## src/hw/dif_cfg.svh

```systemverilog
// Constants for the digital input function logic: offsets, field positions, resets, widths.
// Assumes a 32-bit Avalon-MM slave with byte addresses and a 20 MHz core clock.
// Functional notes
// (RULE1) Eight counters each count one per inactive-to-active change of their input.
// (RULE2) A counter is held at zero while its clear input is active.
// (RULE3) Four derating requests, each using its own configured parameter set.
// (RULE4) Mixer control input: 1 selects manual, 0 selects automatic mode.
// (RULE5) Gas-type input picks the mixer setpoint set applied when the engine starts.
// (RULE6) Operation inhibit blocks automatic starts; test and remote starts still pass.
// (RULE7) In automatic mode load inhibit opens generator breaker, closes mains breaker.
// (RULE8) In automatic modes mains closure inhibit keeps the mains breaker open.
// (RULE9) If remote-start enable is configured, remote start is ignored while it is inactive.
// (RULE10) Load-threshold management is suspended while its enable input is inactive.
// (RULE11) Auxiliary fourth-current protection is suppressed while its disable input is active.
// (RULE12) Analogue disable suppresses only thresholds whose third parameter has bit 13 set.
// (RULE13) Serial enable inactive rejects Modbus writes to holding registers 101 and 102.
// (RULE14) Inputs are synchronised and edges taken on the synchronised value.
// (RULE15) Counters have a fixed width, wrap on overflow; clear beats increment.
`ifndef DIF_CFG_SVH
`define DIF_CFG_SVH

// ==========================================================================
// Register byte offsets.
`define DIF_OFS_CNT0 8'h00
`define DIF_OFS_STATUS 8'h20
`define DIF_OFS_MASK 8'h24
`define DIF_OFS_CTRL 8'h28
`define DIF_OFS_INPUTS 8'h2c
`define DIF_OFS_DERATE0 8'h30
`define DIF_OFS_MIXSP0 8'h40
`define DIF_OFS_MIXSP1 8'h44

// ==========================================================================
// Field positions and widths.
`define DIF_CNT_W 16
`define DIF_NUM_CNT 8
`define DIF_NUM_DERATE 4
`define DIF_NUM_ANA 4
`define DIF_ST_W 10
`define DIF_ST_MB_REJ 8
`define DIF_ST_START_BLK 9
`define DIF_CTRL_RSTART_CFG 0
`define DIF_ANA_SUPPR_BIT 13
`define DIF_MB_REG_A 16'h0065
`define DIF_MB_REG_B 16'h0066

// ==========================================================================
// Reset values.
`define DIF_RST_MASK 10'h000
`define DIF_RST_CTRL 1'h0
`define DIF_RST_PARAM 16'h0000

`endif

```

## src/hw/dif_pkg.sv

```systemverilog
// Types shared by the digital input function logic.
// Assumes the constants header is compiled first.
`include "dif_cfg.svh"

package dif_pkg;

  // ========================================================================
  // Field contacts, all active high after the pins.
  typedef struct packed {
    logic [7:0] cnt_in;
    logic [7:0] cnt_clr;
    logic [3:0] derate_req;
    logic mixer_man;
    logic gas_sel;
    logic op_inhibit;
    logic load_inhibit;
    logic mains_inhibit;
    logic rstart_en;
    logic load_thr_en;
    logic aux_dis;
    logic ana_dis;
    logic serial_en;
  } dif_field_s;

  // One analogue threshold: its raw trip and its third configuration word.
  typedef struct packed {
    logic trip;
    logic [15:0] cfg3;
  } dif_ana_s;

  // Bus slave state.
  typedef enum logic {
    BUS_IDLE = 1'b0,
    BUS_ACK = 1'b1
  } dif_bus_e;

endpackage : dif_pkg

```

## src/hw/dif_logic.sv

```systemverilog
// Digital input function logic: counters, derating, mixer, breaker and start gating.
// Assumes field inputs are asynchronous levels and an Avalon-MM master on the core clock.
//
// Added by the designer: the register offsets and the Avalon-MM slave port.
`timescale 1ns/1ns
`include "dif_cfg.svh"

module dif_logic (
  // Clock and reset.
  input wire logic i_core_clk,
  input wire logic i_resetn,
  // Avalon-MM slave.
  input wire logic [7:0] i_avs_address,
  input wire logic i_avs_read,
  input wire logic i_avs_write,
  input wire logic [31:0] i_avs_writedata,
  input wire logic [3:0] i_avs_byteenable,
  output logic [31:0] o_avs_readdata,
  output logic o_avs_waitrequest,
  output logic o_irq,
  // Field contacts.
  input wire dif_pkg::dif_field_s i_field,
  // Controller operating state and requests.
  input wire logic i_auto_mode,
  input wire logic i_auto_start_req,
  input wire logic i_test_start_req,
  input wire logic i_remote_start_req,
  input wire logic i_engine_starting,
  input wire logic i_gen_brk_close_req,
  input wire logic i_mains_brk_close_req,
  input wire logic i_mains_brk_used,
  input wire dif_pkg::dif_ana_s [3:0] i_ana,
  input wire logic i_mb_wr_valid,
  input wire logic [15:0] i_mb_wr_reg,
  // Commands to engine, breakers and protections.
  output logic o_start_cmd,
  output logic o_gen_brk_close,
  output logic o_mains_brk_close,
  output logic o_derate_active,
  output logic [1:0] o_derate_sel,
  output logic [15:0] o_derate_param,
  output logic o_mixer_manual,
  output logic [15:0] o_mixer_sp,
  output logic o_load_thr_en,
  output logic o_aux_prot_en,
  output logic [3:0] o_ana_trip,
  output logic o_mb_wr_accept,
  output logic o_mb_wr_reject
);

  // ==========================================================================
  // Helpers.
  function automatic logic [7:0] dif_rise(input logic [7:0] cur, input logic [7:0] prev);
    dif_rise = cur & ~prev;
  endfunction : dif_rise

  function automatic logic [15:0] dif_merge16(input logic [15:0] old, input logic [31:0] wd,
                                              input logic [3:0] be);
    dif_merge16 = {be[1] ? wd[15:8] : old[15:8], be[0] ? wd[7:0] : old[7:0]};
  endfunction : dif_merge16

  localparam int FW = $bits(dif_pkg::dif_field_s);

  // ==========================================================================
  // Input synchronisers; stage one feeds stage two only.
  logic [FW-1:0] sync1_r;
  logic [FW-1:0] sync2_r;
  logic [7:0] cnt_prev_r;
  dif_pkg::dif_field_s fs;
  logic [7:0] cnt_rise;

  // Two flops per contact, then a delayed copy of the counter inputs for edges.
  always_ff @(posedge i_core_clk) begin
    if (!i_resetn) begin
      sync1_r <= '0;
      sync2_r <= '0;
      cnt_prev_r <= 8'h00;
    end else begin
      sync1_r <= i_field; // [RULE14]
      sync2_r <= sync1_r; // [RULE14]
      cnt_prev_r <= fs.cnt_in;
    end
  end

  assign fs = dif_pkg::dif_field_s'(sync2_r);
  assign cnt_rise = dif_rise(fs.cnt_in, cnt_prev_r); // [RULE1] [RULE14]

  // ==========================================================================
  // Pulse counters.
  logic [`DIF_CNT_W-1:0] cnt_r [`DIF_NUM_CNT];

  // A held clear keeps the count at zero and beats a coincident edge.
  always_ff @(posedge i_core_clk) begin
    for (int i = 0; i < `DIF_NUM_CNT; i++) begin
      if (!i_resetn) begin
        cnt_r[i] <= '0;
      end else if (fs.cnt_clr[i]) begin
        cnt_r[i] <= '0; // [RULE2] [RULE15]
      end else if (cnt_rise[i]) begin
        cnt_r[i] <= cnt_r[i] + `DIF_CNT_W'(1); // [RULE1] [RULE15]
      end
    end
  end

  // ==========================================================================
  // Register file and Avalon-MM slave.
  dif_pkg::dif_bus_e bus_r;
  logic [`DIF_ST_W-1:0] status_r;
  logic [`DIF_ST_W-1:0] mask_r;
  logic ctrl_rstart_cfg_r;
  logic [15:0] derate_par_r [`DIF_NUM_DERATE];
  logic [15:0] mixsp_r [2];
  logic [31:0] rdata_nxt;
  logic req;
  logic wr_go;
  logic rd_done;
  logic [`DIF_ST_W-1:0] st_evt;

  assign req = i_avs_read | i_avs_write;
  // One wait cycle per access keeps read data registered at the completing edge.
  assign o_avs_waitrequest = req & (bus_r == dif_pkg::BUS_IDLE);
  assign wr_go = i_avs_write & (bus_r == dif_pkg::BUS_ACK);
  assign rd_done = i_avs_read & (bus_r == dif_pkg::BUS_ACK);

  // Bus state: idle, then one acknowledge cycle.
  always_ff @(posedge i_core_clk) begin
    if (!i_resetn) begin
      bus_r <= dif_pkg::BUS_IDLE;
    end else begin
      case (bus_r)
        dif_pkg::BUS_IDLE: bus_r <= req ? dif_pkg::BUS_ACK : dif_pkg::BUS_IDLE;
        dif_pkg::BUS_ACK: bus_r <= dif_pkg::BUS_IDLE;
        default: bus_r <= dif_pkg::BUS_IDLE;
      endcase
    end
  end

  // Read multiplexer; unmapped offsets read zero.
  always_comb begin
    rdata_nxt = 32'h0000_0000;
    if (i_avs_address < `DIF_OFS_STATUS) begin
      rdata_nxt = {16'h0000, cnt_r[i_avs_address[4:2]]};
    end else if (i_avs_address >= `DIF_OFS_DERATE0 && i_avs_address < `DIF_OFS_MIXSP0) begin
      rdata_nxt = {16'h0000, derate_par_r[i_avs_address[3:2]]};
    end else begin
      case (i_avs_address)
        `DIF_OFS_STATUS: rdata_nxt = {22'h000000, status_r};
        `DIF_OFS_MASK: rdata_nxt = {22'h000000, mask_r};
        `DIF_OFS_CTRL: rdata_nxt = {31'h00000000, ctrl_rstart_cfg_r};
        `DIF_OFS_INPUTS: rdata_nxt = {{(32 - FW){1'b0}}, sync2_r};
        `DIF_OFS_MIXSP0: rdata_nxt = {16'h0000, mixsp_r[0]};
        `DIF_OFS_MIXSP1: rdata_nxt = {16'h0000, mixsp_r[1]};
        default: rdata_nxt = 32'h0000_0000;
      endcase
    end
  end

  // Read data captured while waitrequest is high, so it stands at the completing edge.
  always_ff @(posedge i_core_clk) begin
    if (!i_resetn) begin
      o_avs_readdata <= 32'h0000_0000;
    end else if (i_avs_read && bus_r == dif_pkg::BUS_IDLE) begin
      o_avs_readdata <= rdata_nxt;
    end
  end

  // Writable configuration registers.
  always_ff @(posedge i_core_clk) begin
    if (!i_resetn) begin
      mask_r <= `DIF_RST_MASK;
      ctrl_rstart_cfg_r <= `DIF_RST_CTRL;
      for (int i = 0; i < `DIF_NUM_DERATE; i++) derate_par_r[i] <= `DIF_RST_PARAM;
      mixsp_r[0] <= `DIF_RST_PARAM;
      mixsp_r[1] <= `DIF_RST_PARAM;
    end else if (wr_go) begin
      if (i_avs_address >= `DIF_OFS_DERATE0 && i_avs_address < `DIF_OFS_MIXSP0) begin
        derate_par_r[i_avs_address[3:2]] <=
          dif_merge16(derate_par_r[i_avs_address[3:2]], i_avs_writedata, i_avs_byteenable);
      end
      case (i_avs_address)
        `DIF_OFS_MASK: mask_r <= {i_avs_byteenable[1] ? i_avs_writedata[9:8] : mask_r[9:8],
                                  i_avs_byteenable[0] ? i_avs_writedata[7:0] : mask_r[7:0]};
        `DIF_OFS_CTRL: if (i_avs_byteenable[0]) ctrl_rstart_cfg_r <= i_avs_writedata[0];
        `DIF_OFS_MIXSP0: mixsp_r[0] <= dif_merge16(mixsp_r[0], i_avs_writedata, i_avs_byteenable);
        `DIF_OFS_MIXSP1: mixsp_r[1] <= dif_merge16(mixsp_r[1], i_avs_writedata, i_avs_byteenable);
        default: ;
      endcase
    end
  end

  // Sticky status: a completed read clears only the bits it returned, so an event that
  // lands while the read waits is kept; a same-cycle event still sets.
  always_ff @(posedge i_core_clk) begin
    if (!i_resetn) begin
      status_r <= '0;
    end else begin
      status_r <= (status_r & ~((rd_done && i_avs_address == `DIF_OFS_STATUS) ?
                  o_avs_readdata[`DIF_ST_W-1:0] : `DIF_ST_W'(0))) | st_evt;
    end
  end

  assign o_irq = |(status_r & mask_r);

  // ==========================================================================
  // Start gating.
  logic rstart_ok;
  logic auto_blocked;
  logic auto_blocked_r;

  // Without a configured enable input, remote start passes unconditionally.
  assign rstart_ok = i_remote_start_req & (~ctrl_rstart_cfg_r | fs.rstart_en); // [RULE9]
  assign auto_blocked = i_auto_start_req & fs.op_inhibit;

  // Automatic starts obey the inhibit; test and remote starts bypass it.
  always_ff @(posedge i_core_clk) begin
    if (!i_resetn) begin
      o_start_cmd <= 1'b0;
      auto_blocked_r <= 1'b0;
    end else begin
      o_start_cmd <= (i_auto_start_req & ~fs.op_inhibit) | i_test_start_req | rstart_ok; // [RULE6]
      auto_blocked_r <= auto_blocked;
    end
  end

  // ==========================================================================
  // Breaker commands.
  logic load_inh_auto;
  logic mains_inh_auto;

  assign load_inh_auto = i_auto_mode & fs.load_inhibit;
  assign mains_inh_auto = i_auto_mode & fs.mains_inhibit;

  // Closure inhibit wins over the load inhibit's request to close the mains breaker.
  always_ff @(posedge i_core_clk) begin
    if (!i_resetn) begin
      o_gen_brk_close <= 1'b0;
      o_mains_brk_close <= 1'b0;
    end else begin
      o_gen_brk_close <= i_gen_brk_close_req & ~load_inh_auto; // [RULE7]
      o_mains_brk_close <= (i_mains_brk_close_req | (load_inh_auto & i_mains_brk_used)) // [RULE7]
                           & ~mains_inh_auto; // [RULE8]
    end
  end

  // ==========================================================================
  // Derating: the lowest-numbered active request supplies its own parameter.
  always_ff @(posedge i_core_clk) begin
    if (!i_resetn) begin
      o_derate_active <= 1'b0;
      o_derate_sel <= 2'h0;
      o_derate_param <= 16'h0000;
    end else begin
      o_derate_active <= |fs.derate_req; // [RULE3]
      o_derate_sel <= 2'h0;
      o_derate_param <= 16'h0000;
      for (int i = `DIF_NUM_DERATE - 1; i >= 0; i--) begin
        if (fs.derate_req[i]) begin
          o_derate_sel <= 2'(i); // [RULE3]
          o_derate_param <= derate_par_r[i]; // [RULE3]
        end
      end
    end
  end

  // ==========================================================================
  // Mixer mode follows its input each cycle; setpoint set latched at engine start.
  always_ff @(posedge i_core_clk) begin
    if (!i_resetn) begin
      o_mixer_manual <= 1'b0;
      o_mixer_sp <= 16'h0000;
    end else begin
      o_mixer_manual <= fs.mixer_man; // [RULE4]
      if (i_engine_starting) begin
        o_mixer_sp <= fs.gas_sel ? mixsp_r[1] : mixsp_r[0]; // [RULE5]
      end
    end
  end

  // ==========================================================================
  // Protection gating.
  always_ff @(posedge i_core_clk) begin
    if (!i_resetn) begin
      o_load_thr_en <= 1'b0;
      o_aux_prot_en <= 1'b0;
      o_ana_trip <= 4'h0;
    end else begin
      o_load_thr_en <= fs.load_thr_en; // [RULE10]
      o_aux_prot_en <= ~fs.aux_dis; // [RULE11]
      for (int i = 0; i < `DIF_NUM_ANA; i++) begin
        o_ana_trip[i] <= i_ana[i].trip &
                         ~(fs.ana_dis & i_ana[i].cfg3[`DIF_ANA_SUPPR_BIT]); // [RULE12]
      end
    end
  end

  // ==========================================================================
  // Serial command acceptance.
  logic mb_guarded;
  logic mb_rej;

  assign mb_guarded = (i_mb_wr_reg == `DIF_MB_REG_A) || (i_mb_wr_reg == `DIF_MB_REG_B);
  assign mb_rej = i_mb_wr_valid & mb_guarded & ~fs.serial_en; // [RULE13]

  // One-cycle verdict per offered write.
  always_ff @(posedge i_core_clk) begin
    if (!i_resetn) begin
      o_mb_wr_accept <= 1'b0;
      o_mb_wr_reject <= 1'b0;
    end else begin
      o_mb_wr_accept <= i_mb_wr_valid & ~mb_rej;
      o_mb_wr_reject <= mb_rej; // [RULE13]
    end
  end

  assign st_evt = {auto_blocked & ~auto_blocked_r, mb_rej, cnt_rise & ~fs.cnt_clr};
endmodule : dif_logic

```

## config.mk

```make
export PLATFORM = sky130hd
export DESIGN_NAME = dif_logic
export DESIGN_NICKNAME = d
export VERILOG_FILES = /design/src/hw/dif_pkg.sv /design/src/hw/dif_logic.sv
export VERILOG_INCLUDE_DIRS = /design/src /design/src/hw
export SDC_FILE = /design/constraint.sdc
export NUM_CORES = 1
export LEC_CHECK = 0
export BUFFER_PORTS_ARGS = -buffer_cell sky130_fd_sc_hd__buf_2
export CELL_PAD_IN_SITES_DETAIL_PLACEMENT = 0
export CELL_PAD_IN_SITES_GLOBAL_PLACEMENT = 1
export CORE_AREA = 3 3 226 206
export CTS_CLUSTER_DIAMETER = 100
export DETAILED_ROUTE_END_ITERATION = 12
export DIE_AREA = 0 0 229 209
export PLACE_DENSITY_LB_ADDON = 0.15
export SKIP_LAST_GASP = 1
export SLEW_MARGIN = 20
export SYNTH_ARGS = -nofsm -noshare
export SYNTH_HDL_FRONTEND = slang
export SYNTH_SLANG_ARGS = --single-unit
```

## constraint.sdc

```tcl
create_clock -name i_core_clk -period 3.85 [get_ports i_core_clk]
set_clock_uncertainty 0.15 [all_clocks]
set_input_delay 1.155 -clock i_core_clk [delete_from_list [all_inputs] [get_ports i_core_clk]]
set_output_delay 1.155 -clock i_core_clk [all_outputs]
set_load 0.02 [all_outputs]
```

# [Word level (Yosys, flattened, before mapping)]
# Memories as Yosys holds them, arrays and structs flattened.
# Index checks and enable logic that the tools add are counted.
[word_totals] out_inout_bits=81 inputBits=171 ramBits=224 n_memories=3 regBits=170
[memory_table] name="cnt_r" depth=8 word_bits=16 read_ports=9 rd_ports_with_merged_regs=0 wr=8 line_no="dif_logic.sv:90" source="logic [`DIF_CNT_W-1:0] cnt_r [`DIF_NUM_CNT];"
[memory_table] name="derate_par_r" depth=4 word_bits=16 read_ports=5 rd_ports_with_merged_regs=0 wr=4 line_no="dif_logic.sv:111" source="logic [15:0] derate_par_r [`DIF_NUM_DERATE];"
[memory_table] name="mixsp_r" depth=2 word_bits=16 read_ports=2 rd_ports_with_merged_regs=0 wr=2 line_no="dif_logic.sv:112" source="logic [15:0] mixsp_r [2];"
[classes] n_addsub=8 n_bitwise=68 reduce_logical=12 n_mux=110 n_eq_ne=8 magnitude_cmp=3
[op_table] op="two-way mux 16 bit" count=24
[op_table] op="case mux 30 bit (6 select lines)" count=1
[op_table] op="adder 16 x 1 -> 16 bit, second input constant" count=8
[op_table] op="two-way mux 1 bit" count=72
[op_table] op="two-way mux 30 bit" count=2
[op_table] op="two-way mux 8 bit" count=6
[op_table] op="== test 16 x 7 -> 1 bit, second input constant" count=2
[op_table] op="== test 8 x 6 -> 1 bit, second input constant" count=4
[op_table] op="AND 1 bit" count=23
[op_table] op="bitwise OR 1 bit" count=23
[op_table] op="AND 10 bit" count=2
[op_table] op="AND 8 bit" count=2
[op_table] op="== test 8 x 7 -> 1 bit, second input constant" count=2
[op_table] op="NOT 8 bit" count=2
[op_table] op="OR reduction 16 bit" count=1
[op_table] op="NOT 1 bit" count=14
[op_table] op="two-way mux 10 bit" count=1
[op_table] op="NOT 10 bit" count=1
[op_table] op="bitwise OR 10 bit" count=1
[op_table] op="OR reduction 10 bit" count=1
[op_table] op="AND reduction 3 bit" count=3
[op_table] op=">= comparator 8 x 6 -> 1 bit, second input constant" count=1
[op_table] op="less-than comparator 8 x 6 -> 1 bit, second input constant" count=1
[op_table] op="less-than comparator 8 x 7 -> 1 bit, second input constant" count=1
[op_table] op="other kinds (7)" count=11

# [Longest topological paths before layout]
[depth] ltp_word=8 ltp_mapped=8

# [Worst setup path after synthesis]
# OpenSTA, ideal clock, no wires.
[synth_timing] path_kind="input to register" startpoint="input port i_avs_address[6]" endpoint="memory derate_par_r[1][0], enable pin" path_stages=6 setup_slack_ps=-8 arrival_time_ps=3297 t_required_ps=3289 path_cell_list="nor3b_2 -> buf_2 -> and2_1 -> buf_2 -> nand4_1 -> o21ai_0"
[synth_lines] element="start, declared" line_no="dif_logic.sv:13" source="input wire logic [7:0] i_avs_address,"
[synth_lines] element="end, declared" line_no="dif_logic.sv:111"

# [Final worst setup path]
[layout_timing] startpoint="register status_r[9]" endpoint="output port o_irq"
[layout_between] elab_chain_cells=2
[layout_lines] element="start, declared" line_no="dif_logic.sv:108" source="logic [`DIF_ST_W-1:0] status_r;"
[layout_lines] element="start signal, assigned" line_no="dif_logic.sv:197" source="status_r <= (status_r & ~((rd_done && i_avs_address == `DIF_OFS_STATUS) ?"
[layout_lines] element="AND 10 bit" line_no="dif_logic.sv:202" source="assign o_irq = |(status_r & mask_r);"
[layout_lines] element="OR reduction 10 bit" line_no="dif_logic.sv:202"
[layout_lines] element="end, declared" line_no="dif_logic.sv:20" source="output logic o_irq,"
# Every way passes these cells.

==> impl_metrics.ini <==
[floorplanning]
io_pins = 252
coreArea_um2 = 44200
placement_rows = 73
floorplan.die.width_um = 229
die_height_um = 209
floorplan.initialDensity_pct = 41.1
design.die.area_um2 = 47900

[setup_path]
worst-path-buf-inv = 1
destination_of_the_worst_register_to_register_timing_path = cnt_r[0][14]
worst-path-max-fanout = 3
cp-start-kind = register
critical_path_class = register to output port
worst-r2r-setup-slack_ps = 1540
cp_cell_sequence = a22o_1 > a221oi_1 > nand4_1 > buf_2
worstPathArrival_ps = 1760
cpPeakStageDelay_ps = 340
crit_slowest_cell = dfxtp_1
reg_to_reg_critical_path_startpoint = cnt_r[0][0]
cp_top_family = compound AO/OA/AOI/OAI gates
critical_path_required_ps = 2540
critical_path_endpoint_category = output port
ff2ff_path_depth = 6

[clocking]
clock_tree.buffer_depth = 3
hold_buffers = 0
cts_root_buffer = clkbuf_16
cts_repair_resize_count = 0
cts_setup_buffers = 0
cts_tree = built
cts_sinks = 392
path_clk_slew_ps = 60
cts_inserted_buffers = 44
clock_tree.htree_level_count = 2
clock_insertion_delay_worst_skew_ps = 570

[power_and_ir_drop]
power.ir.vdd_worst_mv = 0.313
power.density_cell_area_nw_per_um2 = 467
fin_total_pwr_uw = 9920
leakage_uw = 0.00828

[logic_synthesis]
synth.lib_cells_used.distinct = 60
synth.ff_latch_count = 392
post_synth_instance_area_um2 = 18200
synthesis.instances = 1620
synth.yosys.seq_area_share_pct = 55.6
synthesis.area_per_instance_um2 = 11.2
synth-edff-count = 224
synthesis.yosys.warnings = 0
share_of_flip_flops_with_an_asynchronous_set_or_reset_after_synthesis_pct = 0
postSynth.topFlopCell = edfxtp_1

[route]
routed_wirelength_mm = 54.0
via_per_inst = 5.44
initialDrtViolationCount = 1458
final_antenna_net_count = 0
drt_drc_violations_left = 0
route.vias.total = 13200
wire_per_inst_um = 22.2
detailedRoute.firstPassIterationCount = 7

[flow_run]
max-cap-violations = 0

[sta]
worst_margin_slew_ps = 872
rsz_0062_raised_after_global_routing = no
report.final.setup_viol = 0
number_of_slew_limit_violations_in_the_final_report = 0
final-hold-violation-count = 0
final.setup.worst_slack_ps = 783
fmaxAchievable_mhz = 326
tcrit_tclk_final_pct = 79.7
slew_headroom_pct = 41.9
fin_crit_ps = 3070

[cells_and_area]
num-nets-final = 1978
syn2layout_area_growth_pct = 17.0
fillerInstances = 4132
antennaDiodeCount = 0
layout-drive-gt1-share_pct = 20.8
final_design_area_no_fill_um2 = 21200
final_cell_mix = edfxtp_1 (224), nor2_1 (208), dfxtp_1 (168), buf_2 (168), nand2_1 (116)
layout.cells.most_common = edfxtp_1

[placement]
gp_routability_congestion = 0.856
post-dp-hpwl_mm = 39.6
place_ws_ps = 541
portBuffers = 171
placedInstanceArea_um2 = 19800

[hold_path]
worstHoldEndpoint = fs[23]
timing.hold.worst.start = sync1_r[23]
worst_hold_path_type = register to register
hold-path-cell-count = 1

[grt]
grt_util_all_layers_pct = 22.1
globalRoute.totalOverflow = 0
global_route_wire_length_before_repair_mm = 80.1
antenna_found_initial = 2
largest_net_degree_at_the_start_of_global_routing = 47
vias_in_the_first_global_route = 12400

[outcome]
status = completed
## power by group
group          internal [µW]  switching [µW]
Sequential              4630             203
Combinational            338             492
Clock                   2540            1710
Total                   7510            2410
## logic make-up (layout without fill, tap and decap cells)
logic type | Yosys count | after routing | synth area share [%]
simple gates | 642 | 642 | 17.8
flops | 392 | 392 | 55.6
compound gates | 211 | 211 | 8.07
buf+inv | 144 | 358 | 3.49
mux | 120 | 120 | 9.60
xor+xnor | 102 | 102 | 4.92
fa+ha+maj | 8 | 8 | 0.551
other cells | 1 | 2 | 0.0207
## cells in the mapped netlist (all sizes together) (13+ instances only)
cell    number  area (µm²)
dfxtp      168        3360
and3        25         156
xnor2       37         324
o21ai       55         275
o211a       17         170
xor2        65         569
and2        88         551
nor2b       26         163
mux2i       47         470
clkbuf      60         225
mux2        33         372
mux4        40         901
a22oi       17         128
a221oi      22         193
nor3b       13         108
nand3       56         280
edfxtp     224        6730
nor3        19         123
or3         19         119
buf         37         233
a21oi       35         175
nand2      118         448
nand4       27         169
inv         46         173
nor2       209         787
## metal layers
metal | GRT usage, % | up-vias | routed length, µm
met2 | 30.5 | 557 | 21700
li1 | - | 6192 | -
met4 | 5.15 | 0 | 1010
met1 | 34.7 | 6441 | 26000
met5 | 0 | - | 0
met3 | 5.34 | 59 | 5230
## area by class of cell
type	instances	area [µm²]	share of cell area, %
Clock buffer	61	1290	6.08
Sequential cell	392	10100	47.5
Timing Repair Buffer	229	1310	6.17
Tap cell	600	751	3.53
Multi-Input combinational cell	1085	7440	35.0
Clock inverter	21	183	0.860
Inverter	47	176	0.831
## sequential cells by signal, indices dropped and copies added, names as in the netlist, 2 cells and up
name            flops
cnt_prev_r          8
cnt_r             128
derate_par_r       64
fs                 30
mask_r             10
mixsp_r            32
o_ana_trip          4
o_avs_readdata     30
o_derate_param     16
o_derate_sel        2
o_mixer_sp         16
status_r           10
sync1_r            30
## stage by stage
stage               instances  hold WS (ps)  utilization [%]  setup TNS (ps)
detailed placement       2353           267             44.7               0
floorplan                1621           243                -            -396
global placement         2353           265             44.7               0
global route             2435           290             48.0               0
CTS                      2435           281             48.0               0
finish                   2435           280             48.0               0
## worst max path at each step
stage / start / endpoint / slack [ps] / cells past startpoint
floorplan: i_avs_address[6] / derate_par_r[1][0] / -8 / 6
global placement: i_avs_address[3] / o_avs_readdata[6] / 540 / 6
detailed placement: i_avs_address[1] / mixsp_r[0][12] / 540 / 6
CTS: status_r[9] / o_irq / 760 / 4
global route: status_r[9] / o_irq / 710 / 4
finish: status_r[9] / o_irq / 780 / 4
No activity file was read; power rests on OpenSTA's default activity.
